===== src/common/emfb_cfg.svh =====
// Purpose: constants of the external memory fetch bus
// Assumes: core clock of 100 MHz, one bus state per clock
// Notes:   offsets, rom top addresses, reset values and cycle counts only
`ifndef EMFB_CFG_SVH
`define EMFB_CFG_SVH

`define EMFB_RESET_PC     16'h0000
`define EMFB_VEC_BASE     16'h0003
`define EMFB_VEC_SHIFT    3
`define EMFB_ROM4K_TOP    16'h0fff
`define EMFB_ROM8K_TOP    16'h1fff
`define EMFB_ROM16K_TOP   16'h3fff
`define EMFB_ROM32K_TOP   16'h7fff
`define EMFB_ADDR_CYC     3'h2
`define EMFB_STROBE_CYC   3'h4
`define EMFB_SETTLE_CYC   2'h3
`define EMFB_STROBE_IDLE  1'b1

`endif


===== src/common/emfb_pkg.sv =====
// Purpose: types shared by the external memory fetch bus
// Assumes: nothing beyond the cfg header
// Notes:   requests and answers travel as packed structs
package emfb_pkg;

	typedef enum logic [2:0] {
		EMFB_OP_FETCH,
		EMFB_OP_JUMP,
		EMFB_OP_VECTOR,
		EMFB_OP_CODE_RD,
		EMFB_OP_DATA_RD,
		EMFB_OP_DATA_WR
	} emfb_op_t;

	typedef struct packed {
		logic        valid;
		emfb_op_t    op;
		logic        wide;
		logic [15:0] addr;
		logic [7:0]  wdata;
	} emfb_req_t;

	typedef struct packed {
		logic       valid;
		logic       internal;
		logic [7:0] data;
	} emfb_rsp_t;

	typedef struct packed {
		logic       drive_n;
		logic [7:0] value;
	} emfb_gpio_t;

	typedef enum logic [2:0] {
		EMFB_ST_IDLE,
		EMFB_ST_INT,
		EMFB_ST_ADDR,
		EMFB_ST_HOLD,
		EMFB_ST_STROBE,
		EMFB_ST_END
	} emfb_state_t;

endpackage : emfb_pkg


===== src/rtl/emfb_bus.sv =====
// Purpose: program fetch and external data bus of the core
// Assumes: core requests on clock_i; internal rom answers same cycle
// Notes:   pins are registered; port zero read through a synchroniser
`timescale 1ns/10ps
`default_nettype none
`include "emfb_cfg.svh"
module emfb_bus #(
	parameter int unsigned ROM_KB = 4
) (
	// clock and reset
	input  wire logic                 clock_i,
	input  wire logic                 rst_i,
	// core request and answer
	input  wire emfb_pkg::emfb_req_t  req_i,
	output logic                      req_ready_o,
	output emfb_pkg::emfb_rsp_t       rsp_o,
	output logic [15:0]               pc_o,
	// port two as general i/o
	input  wire emfb_pkg::emfb_gpio_t gpio_two_i,
	// internal program rom
	output logic [15:0]               int_rom_addr_o,
	output logic                      int_rom_rd_o,
	input  wire logic [7:0]           int_rom_data_i,
	// pins
	input  wire logic                 external_access_strap_n_i,
	input  wire logic [7:0]           port_zero_i,
	output logic [7:0]                port_zero_o,
	output logic                      port_zero_oe_n_o,
	output logic [7:0]                port_two_o,
	output logic                      port_two_oe_n_o,
	output logic                      addr_latch_o,
	output logic                      program_store_strobe_n_o,
	output logic                      data_read_strobe_n_o,
	output logic                      data_write_strobe_n_o
);
	import emfb_pkg::*;

	emfb_state_t state_reg;
	emfb_state_t state_next;
	emfb_op_t    op_reg;
	emfb_op_t    op_next;
	logic [15:0] pc_reg;
	logic [15:0] pc_next;
	logic [15:0] bus_addr_reg;
	logic [15:0] bus_addr_next;
	logic        wide_reg;
	logic        wide_next;
	logic [7:0]  wdata_reg;
	logic [7:0]  wdata_next;
	logic [2:0]  cnt_reg;
	logic [2:0]  cnt_next;
	logic [1:0]  settle_reg;
	logic        strap_high;
	logic [7:0]  port_zero_sync;
	logic        accept;
	logic        route_int;
	logic [15:0] route_addr;
	logic [15:0] vec_entry;
	logic        is_fetch_next;
	logic        hi_on_two_next;

	// strap resets to high so that nothing leaks out before it settles
	emfb_sync #(
		.W         (1),
		.RESET_VAL (1'b1)
	) u_strap_sync (
		.clock_i (clock_i),
		.rst_i   (rst_i),
		.async_i (external_access_strap_n_i),
		.sync_o  (strap_high)
	);

	emfb_sync #(
		.W         (8),
		.RESET_VAL (8'h00)
	) u_p0_sync (
		.clock_i (clock_i),
		.rst_i   (rst_i),
		.async_i (port_zero_i),
		.sync_o  (port_zero_sync)
	);

	emfb_route #(
		.ROM_KB (ROM_KB)
	) u_route (
		.addr_i       (route_addr),
		.strap_high_i (strap_high),
		.internal_o   (route_int)
	);

	assign accept     = req_i.valid && req_ready_o;
	assign route_addr = (req_i.op == EMFB_OP_FETCH) ? pc_reg : req_i.addr;
	assign vec_entry  = `EMFB_VEC_BASE +
		{10'h000, req_i.addr[2:0], 3'h0};

	// sequencing of one access
	always_comb begin
		state_next    = state_reg;
		op_next       = op_reg;
		pc_next       = pc_reg;
		bus_addr_next = bus_addr_reg;
		wide_next     = wide_reg;
		wdata_next    = wdata_reg;
		cnt_next      = cnt_reg;
		case (state_reg)
			EMFB_ST_IDLE: begin
				if (accept) begin
					op_next    = req_i.op;
					wide_next  = req_i.wide;
					wdata_next = req_i.wdata;
					case (req_i.op)
						EMFB_OP_FETCH, EMFB_OP_CODE_RD: begin
							// only reads of code exist; no write path
							bus_addr_next = route_addr;
							if (req_i.op == EMFB_OP_FETCH) begin
								pc_next = pc_reg + 16'h0001;
							end
							state_next = route_int ? EMFB_ST_INT
								: EMFB_ST_ADDR;
							cnt_next = `EMFB_ADDR_CYC - 3'h1;
						end
						EMFB_OP_JUMP: begin
							pc_next    = req_i.addr;
							state_next = EMFB_ST_END;
						end
						EMFB_OP_VECTOR: begin
							pc_next    = vec_entry;
							state_next = EMFB_ST_END;
						end
						EMFB_OP_DATA_RD, EMFB_OP_DATA_WR: begin
							// narrow address from a pointer register
							bus_addr_next = req_i.wide ? req_i.addr
								: {8'h00, req_i.addr[7:0]};
							state_next = EMFB_ST_ADDR;
							cnt_next   = `EMFB_ADDR_CYC - 3'h1;
						end
						default: state_next = EMFB_ST_IDLE;
					endcase
				end
			end
			EMFB_ST_INT: state_next = EMFB_ST_IDLE;
			EMFB_ST_ADDR: begin
				cnt_next = cnt_reg - 3'h1;
				if (cnt_reg == 3'h0) state_next = EMFB_ST_HOLD;
			end
			EMFB_ST_HOLD: begin
				state_next = EMFB_ST_STROBE;
				cnt_next   = `EMFB_STROBE_CYC - 3'h1;
			end
			EMFB_ST_STROBE: begin
				cnt_next = cnt_reg - 3'h1;
				if (cnt_reg == 3'h0) state_next = EMFB_ST_END;
			end
			EMFB_ST_END: state_next = EMFB_ST_IDLE;
			default: state_next = EMFB_ST_IDLE;
		endcase
	end

	assign is_fetch_next  = (op_next == EMFB_OP_FETCH)
		|| (op_next == EMFB_OP_CODE_RD);
	assign hi_on_two_next = is_fetch_next || wide_next;

	always_ff @(posedge clock_i) begin
		if (rst_i) begin
			state_reg    <= EMFB_ST_IDLE;
			op_reg       <= EMFB_OP_FETCH;
			bus_addr_reg <= 16'h0000;
			wide_reg     <= 1'b0;
			wdata_reg    <= 8'h00;
			cnt_reg      <= 3'h0;
		end else begin
			state_reg    <= state_next;
			op_reg       <= op_next;
			bus_addr_reg <= bus_addr_next;
			wide_reg     <= wide_next;
			wdata_reg    <= wdata_next;
			cnt_reg      <= cnt_next;
		end
	end

	always_ff @(posedge clock_i) begin
		if (rst_i) begin
			pc_reg <= `EMFB_RESET_PC;
		end else begin
			pc_reg <= pc_next;
		end
	end
	assign pc_o = pc_reg;

	// requests wait until the strap has passed the synchroniser
	always_ff @(posedge clock_i) begin
		if (rst_i) begin
			settle_reg  <= 2'h0;
			req_ready_o <= 1'b0;
		end else begin
			if (settle_reg != `EMFB_SETTLE_CYC) begin
				settle_reg <= settle_reg + 2'h1;
			end
			req_ready_o <= (state_next == EMFB_ST_IDLE)
				&& (settle_reg == `EMFB_SETTLE_CYC);
		end
	end

	// answers: internal rom same cycle, external data taken at the last strobe cycle and valid in the end cycle
	always_ff @(posedge clock_i) begin
		if (rst_i) begin
			rsp_o          <= '0;
			int_rom_addr_o <= 16'h0000;
			int_rom_rd_o   <= 1'b0;
		end else begin
			rsp_o.valid    <= 1'b0;
			int_rom_rd_o   <= (state_next == EMFB_ST_INT);
			int_rom_addr_o <= bus_addr_next;
			if (state_reg == EMFB_ST_INT) begin
				rsp_o.valid    <= 1'b1;
				rsp_o.internal <= 1'b1;
				rsp_o.data     <= int_rom_data_i;
			end else if (state_reg == EMFB_ST_STROBE && cnt_reg == 3'h0) begin
				// two sync stages still leave two strobe cycles of settling
				rsp_o.internal <= 1'b0;
				rsp_o.data     <= (op_reg == EMFB_OP_DATA_WR) ? 8'h00
					: port_zero_sync;
			end else if (state_reg == EMFB_ST_END) begin
				rsp_o.valid <= 1'b1;
				if (op_reg == EMFB_OP_JUMP || op_reg == EMFB_OP_VECTOR) begin
					rsp_o.internal <= 1'b1;
					rsp_o.data     <= 8'h00;
				end
			end
		end
	end

	// port zero: address, then float for reads or data for writes
	always_ff @(posedge clock_i) begin
		if (rst_i) begin
			port_zero_o      <= 8'h00;
			port_zero_oe_n_o <= 1'b1;
			addr_latch_o     <= 1'b0;
		end else begin
			addr_latch_o     <= (state_next == EMFB_ST_ADDR);
			port_zero_oe_n_o <= 1'b1;
			port_zero_o      <= 8'h00;
			case (state_next)
				EMFB_ST_ADDR, EMFB_ST_HOLD: begin
					port_zero_oe_n_o <= 1'b0;
					port_zero_o      <= bus_addr_next[7:0];
				end
				EMFB_ST_STROBE, EMFB_ST_END: begin
					if (op_next == EMFB_OP_DATA_WR) begin
						port_zero_oe_n_o <= 1'b0;
						port_zero_o      <= wdata_next;
					end
				end
				default: port_zero_oe_n_o <= 1'b1;
			endcase
		end
	end

	// port two: high byte for code and wide data, else general i/o
	always_ff @(posedge clock_i) begin
		if (rst_i) begin
			port_two_o      <= 8'h00;
			port_two_oe_n_o <= 1'b1;
		end else if (state_next != EMFB_ST_IDLE
			&& state_next != EMFB_ST_INT
			&& hi_on_two_next
			&& !(state_next == EMFB_ST_END
			&& (op_next == EMFB_OP_JUMP || op_next == EMFB_OP_VECTOR))) begin
			port_two_o      <= bus_addr_next[15:8];
			port_two_oe_n_o <= 1'b0;
		end else begin
			port_two_o      <= gpio_two_i.value;
			port_two_oe_n_o <= gpio_two_i.drive_n;
		end
	end

	// strobes idle high, low only during the strobe phase of their access
	always_ff @(posedge clock_i) begin
		if (rst_i) begin
			program_store_strobe_n_o <= `EMFB_STROBE_IDLE;
			data_read_strobe_n_o     <= `EMFB_STROBE_IDLE;
			data_write_strobe_n_o    <= `EMFB_STROBE_IDLE;
		end else begin
			program_store_strobe_n_o <= !(state_next == EMFB_ST_STROBE
				&& is_fetch_next);
			data_read_strobe_n_o <= !(state_next == EMFB_ST_STROBE
				&& op_next == EMFB_OP_DATA_RD);
			data_write_strobe_n_o <= !(state_next == EMFB_ST_STROBE
				&& op_next == EMFB_OP_DATA_WR);
		end
	end
endmodule : emfb_bus
`default_nettype wire


===== src/rtl/emfb_sync.sv =====
// Purpose: two-stage synchroniser for pin inputs
// Assumes: input is asynchronous to clock_i
// Notes:   first stage feeds only the second
`timescale 1ns/10ps
`default_nettype none
module emfb_sync #(
	parameter int unsigned          W         = 8,
	parameter logic        [W-1:0]  RESET_VAL = '0
) (
	// clock and reset
	input  wire logic          clock_i,
	input  wire logic          rst_i,
	// data
	input  wire logic [W-1:0]  async_i,
	output logic      [W-1:0]  sync_o
);
	logic [W-1:0] meta_reg;

	always_ff @(posedge clock_i) begin
		if (rst_i) begin
			meta_reg <= RESET_VAL;
			sync_o   <= RESET_VAL;
		end else begin
			meta_reg <= async_i;
			sync_o   <= meta_reg;
		end
	end
endmodule : emfb_sync
`default_nettype wire


===== src/rtl/emfb_route.sv =====
// Purpose: internal or external choice for a program address
// Assumes: strap already synchronised
// Notes:   ROM_KB of 0 models a romless part
`timescale 1ns/10ps
`default_nettype none
`include "emfb_cfg.svh"
module emfb_route #(
	parameter int unsigned ROM_KB = 4
) (
	// address and strap
	input  wire logic [15:0] addr_i,
	input  wire logic        strap_high_i,
	// decision
	output logic             internal_o
);
	function automatic logic [16:0] rom_top(input int unsigned kb);
		logic [16:0] top;
		top = 17'h00000;
		case (kb)
			4:  top = {1'b1, `EMFB_ROM4K_TOP};
			8:  top = {1'b1, `EMFB_ROM8K_TOP};
			16: top = {1'b1, `EMFB_ROM16K_TOP};
			32: top = {1'b1, `EMFB_ROM32K_TOP};
			default: top = 17'h00000;
		endcase
		return top;
	endfunction : rom_top

	localparam logic [16:0] TOP = rom_top(ROM_KB);

	// bit 16 of TOP says a rom exists; low strap forces everything out
	assign internal_o = strap_high_i && TOP[16] && (addr_i <= TOP[15:0]);
endmodule : emfb_route
`default_nettype wire


===== config.mk =====
export PLATFORM = sky130hd
export DESIGN_NAME = emfb_bus
export DESIGN_NICKNAME = d
export VERILOG_FILES = /design/src/common/emfb_pkg.sv /design/src/rtl/emfb_bus.sv /design/src/rtl/emfb_sync.sv /design/src/rtl/emfb_route.sv
export VERILOG_INCLUDE_DIRS = /design/src /design/src/common
export SDC_FILE = /design/constraint.sdc
export NUM_CORES = 1
export LEC_CHECK = 0
export BUFFER_PORTS_ARGS = -buffer_cell sky130_fd_sc_hd__buf_2
export CORE_MARGIN = 3
export CORE_UTILIZATION = 58
export CTS_BUF_LIST = sky130_fd_sc_hd__clkbuf_4 sky130_fd_sc_hd__clkbuf_8
export DETAILED_ROUTE_END_ITERATION = 8
export PLACE_DENSITY = 0.95
export SYNTH_ARGS = -nofsm -noshare
export SYNTH_HDL_FRONTEND = slang
export SYNTH_SLANG_ARGS = --single-unit

===== constraint.sdc =====
create_clock -name clock_i -period 5 [get_ports clock_i]
set_clock_uncertainty 0.2 [all_clocks]
set_input_delay 1 -clock clock_i [delete_from_list [all_inputs] [get_ports clock_i]]
set_output_delay 1 -clock clock_i [all_outputs]
set_load 0.01 [all_outputs]

Word level (Yosys, flattened, before mapping) --
Cells that the tools add are included.
Storage, ports and cells: RAM bits 0, memories kept 0, ROM bits 0, logic and storage cells 132, input port bits 57, register bits after elaboration 104, latch bits 0
Operators by class: divide/modulo/power cells 0, order comparisons 1, bitwise gates (word level) 0, multiply operators 0, reduce and logical (&&, ||, !) cells 39, equal/unequal tests 29, mux-type cells 34, shift operators 0, add/sub/neg operators 4
Operators by type and width (count):
- 2-to-1 mux 16 bit | 5
- one-hot mux 16 bit (3 select lines) | 1
- 2-to-1 mux 8 bit | 5
- one-hot mux 16 bit (2 select lines) | 1
- == test 3 x 2 -> 1 bit, second input constant | 9
- == test 3 bit, second input constant | 9
- 2-to-1 mux 3 bit | 7
- 2-to-1 mux 10 bit | 2
- 2-to-1 mux 9 bit | 2
- one-hot mux 3 bit (3 select lines) | 2
- adder 16 x 1 -> 16 bit, second input constant | 1
- <= comparator 16 x 12 -> 1 bit, second input constant | 1
- one-hot mux 8 bit (2 select lines) | 1
- == test 3 x 1 -> 1 bit, second input constant | 5
- logical NOT 3 bit | 5
- nonzero test 3 bit | 5
- one-hot mux 3 bit (4 select lines) | 1
- OR reduction 2 bit | 6
- logical AND 1 bit | 11
- inequality test 2 bit, second input constant | 4
- adder 2 x 6 -> 7 bit, first input constant | 1
- 2-to-1 mux 1 bit | 5
- logical NOT 1 bit | 4
- logical OR 1 bit | 4
- 10 further kinds | 10

Longest topological paths before layout --
depth in word-level cells 13, gate-level depth with buffers 10, depth with buffers taken out 9

Modules after synthesis --
Synthesis repeated with hierarchy kept, for this count alone.
Second synthesis, totals: cells, all modules 561, area total of the unflattened synthesis 5048.6 um2
By module, submodules not included:
- emfb_bus | times used 1, cells an instance 522, sequential area each 1721.7 um2, area an instance 4513.1 um2
- emfb_sync (u_p0_sync) | times used 1, cells an instance 33, sequential area each 320.3 um2, area an instance 464.2 um2
- emfb_sync (u_strap_sync) | times used 1, cells an instance 4, sequential area each 40.0 um2, area an instance 52.6 um2
- emfb_route | times used 1, cells an instance 2, sequential area each 0.0 um2, area an instance 18.8 um2

Least setup slack after synthesis --
No wires, ideal clock.
kind input -> register, from input req_i[23] in the netlist's numbering, to register port_two_o[0], path slack 1.926 ns, library setup time 0.121 ns, arrival 2.753 ns, path buffers 1, cell stages on the path 7, required time 4.679 ns, cells stage by stage or4b_4 -> o31ai_1 -> o211ai_1 -> and2_4 -> a311o_1 -> buf_6 -> mux2_4
On the way: cells in the longest elaborated chain, start to end 12
Ends and longest elaborated chain:
- from (decl) | line emfb_bus.sv:14 | input wire emfb_pkg::emfb_req_t req_i,
- 2-to-1 mux 16 bit * | line emfb_bus.sv:92 | assign route_addr = (req_i.op == EMFB_OP_FETCH) ? pc_reg : req_i.addr;
- <= comparator 16 x 12 -> 1 bit * | line emfb_route.sv:32 | assign internal_o = strap_high_i && TOP[16] && (addr_i <= TOP[15:0]);
- logical AND 1 bit * | line emfb_route.sv:32
- 2-to-1 mux 2 bit * | line emfb_bus.sv:118 | state_next = route_int ? EMFB_ST_INT
- one-hot mux 3 bit (3 select lines) * | line emfb_bus.sv:111 | case (req_i.op)
- 2-to-1 mux 3 bit * | line emfb_bus.sv:107 | if (accept) begin
- one-hot mux 3 bit (4 select lines) * | line emfb_bus.sv:105 | case (state_reg)
- inequality test 3 x 1 -> 1 bit, or another cell as far along | line emfb_bus.sv:265 | && state_next != EMFB_ST_INT
- logical AND 1 bit, on equally long branches | line emfb_bus.sv:265, emfb_bus.sv:268
- logical AND 1 bit / logical NOT 1 bit (equally long branches) | line emfb_bus.sv:266, emfb_bus.sv:267
- logical AND 1 bit * | line emfb_bus.sv:267 | && !(state_next == EMFB_ST_END
- 2-to-1 mux 8 bit * | line emfb_bus.sv:264 | end else if (state_next != EMFB_ST_IDLE
- to (signal assigned) | line emfb_bus.sv:269 | port_two_o <= bus_addr_next[15:8];
- to (signal assigned) | line emfb_bus.sv:272 | port_two_o <= gpio_two_i.value;
- to (decl) | line emfb_bus.sv:29 | output logic [7:0] port_two_o,
Mark *: on every way between the ends. The rest lies on a longest branch, timed or not. A chain may end at the register's enable or synchronous reset.

Worst setup path after layout --
from input req_i[26] in the netlist's numbering, to register port_two_o[6]
On the way: cells in the longest elaborated chain, start to end 13
Ends and longest elaborated chain (line):
- logical NOT 3 bit | emfb_bus.sv:92, emfb_bus.sv:111
- 2-to-1 mux 16 bit | emfb_bus.sv:92
- <= comparator 16 x 12 -> 1 bit | emfb_route.sv:32
- logical AND 1 bit | emfb_route.sv:32
- 2-to-1 mux 2 bit | emfb_bus.sv:118
- one-hot mux 3 bit (3 select lines) | emfb_bus.sv:111
- 2-to-1 mux 3 bit | emfb_bus.sv:107
- one-hot mux 3 bit (4 select lines) | emfb_bus.sv:105
- inequality test 3 x 1 -> 1 bit, or another cell as far along | emfb_bus.sv:265
- logical AND 1 bit, on equally long branches | emfb_bus.sv:265, emfb_bus.sv:268
- logical AND 1 bit / logical NOT 1 bit (equally long branches) | emfb_bus.sv:266, emfb_bus.sv:267
- logical AND 1 bit | emfb_bus.sv:267
- 2-to-1 mux 8 bit * | emfb_bus.sv:264
Marks and branches as above.

==> reports/qor.txt <==
Syn Nets -> 584
Multi-input gate area -> 2280 sq um
Vias in the first global route -> 4085
CTS Buf Count -> 9
Pre-antenna DRT Iters -> 7
Leak -> 2.23 nW
Drc violations -> 0
Crit Path Class -> primary input to flip-flop
Worst-Margin Slew -> 1.14 ns
Die footprint -> 8940 sq um
Max VDD drop -> 0.190 mV
CP endpoint kind -> flip-flop
Leading cell types by total area after synthesis -> dfxtp_1, nor2_1, a22oi_1, nand2_1, nor2b_1
Port Buffers -> 122
Post-synthesis cell type count -> 51
Syn Inst Count -> 523
Yosys warns -> 0
Setup bufs post-CTS -> 0
Critical Path AT -> 3.39 ns
Post-route cell area -> 5320 sq um
GRT Util Overall -> 28.2%
R2r setup slk -> 1.85 ns
Hold Vio Cnt, Final -> 0
Met1 Usage GRT -> 35.8%
Core region area -> 7410 sq um
Commonest non-fill, non-tap cell in the layout -> buf_2
Post-Synth Simple-Gate Area -> 21.0%
Layout Utilization -> 71.8%
Crit path max fanout -> 30
Clk pwr share -> 31.3%
Final cell count without fillers -> 725
Comb power frac -> 11.4%
Hpwl dp -> 9040 um
Mux contribution to synthesized area -> 3.08%
Mapped cell area -> 4550 sq um
Reg2reg end -> port_two_o[6]$_SDFF_PP0_
Routed wire length -> 12500 um
DP Area -> 5150 sq um
Worst setup path endpoint -> port_two_o[6]$_SDFF_PP0_
Antenna diode count -> 0
Cell Pwr Density -> 284 nW/um^2
Max cap viols -> 0
Reg power frac -> 57.3%
R2R Path Start -> state_reg[0]$_SDFF_PP0_
Yosys top cell area share -> 45.8%
Sink Count -> 104
CTS resizes -> 0
CP Data Required Time -> 5.06 ns
Hold WS -> 0.220 ns
Rows -> 31
Die width -> 94.5 um
Layout area overhead -> 17.1%
Crit. Startpoint -> req_i[26]
Hold buffers post-CTS -> 0
CTS tree -> yes
Compound-Gate Fraction of Synth Area -> 23.4%
Avg Inst Size Synth -> 8.69 sq um
Top_reg_cell synth -> dfxtp_1
Layout cells sized above 1 -> 24.8%
Bufs on Longest Clock Path -> 2
Run status -> completed
Setup violators final -> 0
RSZ-0062 raised after global routing -> no
Largest net degree at the start of global routing -> 53
Die height -> 94.5 um
Post-route ant nets -> 0
Fin Setup TNS -> 0 ns
DR vias -> 4427
Number of synthesized register bits -> 104
Seq/Total Area, Yosys -> 45.8%
Slew Limit Fails -> 0
DRT iter0 DRCs -> 614
Remaining Overflow, GRT -> 0
Vias per cell -> 6.11
Synth area leader -> dfxtp_1
FF-to-FF path depth -> 5
Nets -> 682
Pint -> 0.00111 W
Skew-Pair Late Insertion Delay -> 0.37 ns
Initial antenna violation count -> 0
Max-slew headroom -> 23.6%
First-pass GRT wire length -> 19900 um
Avg WL per Cell -> 17.2 um
Hold depth -> 1
Gr busiest metal -> met2
Ys async rst share -> 0%
DP Cell Count -> 709
Largest family of logic cells by synthesized area -> compound AO/OA/AOI/OAI gates
Final cycle utilization of the critical path -> 66.6%
Routability cong. -> 0.937
Worst Setup Start Kind -> primary input
Filler cells -> 568
CTS clk-pin slew, worst paths -> 0.09 ns
Sw power -> 0.000398 W
Sequential cell area -> 2080 sq um
H-tree levels -> 3
M3 GR Usage -> 6.69%
Switching Fraction -> 26.3%
Initial core utilization -> 61.4%
Synth Area in XOR/XNOR -> 1.35%
Min Tclk post-route -> 3.33 ns
Routing usage on met2 -> 46.0%
FMAX -> 0.300 GHz
Clock Tree Root -> clkbuf_8
Most frequent cells in the layout -> buf_2, dfxtp_1, nor2_1
EDFF count, synth -> 0
Post-Synth Adder-Cell Area -> 1.10%
IO Count -> 123
Hold crit path type -> flip-flop to flip-flop
## worst min-delay path by stage
stage,to,from,slack [ns]
5_1_grt,u_strap_sync.sync_o$_SDFF_PP1_,u_strap_sync.meta_reg$_SDFF_PP1_,0.24
3_5_place_dp,u_strap_sync.sync_o$_SDFF_PP1_,u_strap_sync.meta_reg$_SDFF_PP1_,0.20
6_report,u_strap_sync.sync_o$_SDFF_PP1_,u_strap_sync.meta_reg$_SDFF_PP1_,0.22
4_1_cts,u_strap_sync.sync_o$_SDFF_PP1_,u_strap_sync.meta_reg$_SDFF_PP1_,0.21
2_1_floorplan,u_strap_sync.sync_o$_SDFF_PP1_,u_strap_sync.meta_reg$_SDFF_PP1_,0.19
3_3_place_gp,u_strap_sync.sync_o$_SDFF_PP1_,u_strap_sync.meta_reg$_SDFF_PP1_,0.19
## power by group through the flow
| stage | clock network [W] | registers, W | logic [W] |
|---|---|---|---|
| after global placement | 0 | 0.000882 | 0.000161 |
| after floorplan | 0 | 0.000885 | 0.000106 |
| final | 0.000473 | 0.000865 | 0.000172 |
| after global routing | 0.000510 | 0.000867 | 0.000189 |
| after detailed placement | 0 | 0.000883 | 0.000168 |
| after CTS | 0.000476 | 0.000864 | 0.000169 |
## worst max-delay path, cell delays in order
cell     delay, ns
buf_2         0.44
xor2_1        0.27
and2_1        0.47
a21oi_1       0.22
a311o_1       0.62
mux2_4        0.38
## per-stage QoR
| stage | total power [W] | worst slack, ns |
|---|---|---|
| global placement | 0.00104 | 1.38 |
| global route | 0.00157 | 1.50 |
| detailed placement | 0.00105 | 1.29 |
| floorplan | 0.000991 | 1.93 |
| CTS | 0.00151 | 1.68 |
| finish | 0.00151 | 1.67 |
## routing by layer
metal | wire length (um) | up-vias
met1 | 4950 | 1996
met3 | 1410 | 61
li1 | - | 2076
met5 | 0 | -
met4 | 437 | 0
met2 | 5700 | 294
## cells in the mapped netlist (8+ instances only)
cell type and count:
dfxtp_1 104, nor2_1 65, nand2_1 55, a21oi_1 32
a22oi_1 30, nor2b_1 30, clkbuf_1 28, o21ai_0 18
nor3_1 15, a211oi_1 14, inv_1 10, a22o_1 9
a222oi_1 8, mux2_4 8
## cell type report
cell class                 instances  area share [%]
clock buffer                      10            2.47
clock inverter                     6           0.823
multi-input combinational        372            42.8
tap                               99            2.33
sequential                       104            39.1
timing repair buffer             124            11.8
inverter                          10           0.705
## kinds of logic after synthesis
kind of cell / count (synthesis)
AO/OA/AOI/OAI: 149
AND/OR/NAND/NOR: 202
buffers and inverters: 47
adder cells (fa/ha/maj): 4
flip-flops: 104
XOR/XNOR: 7
multiplexers: 10
No activity file was read; power rests on OpenSTA's default activity.
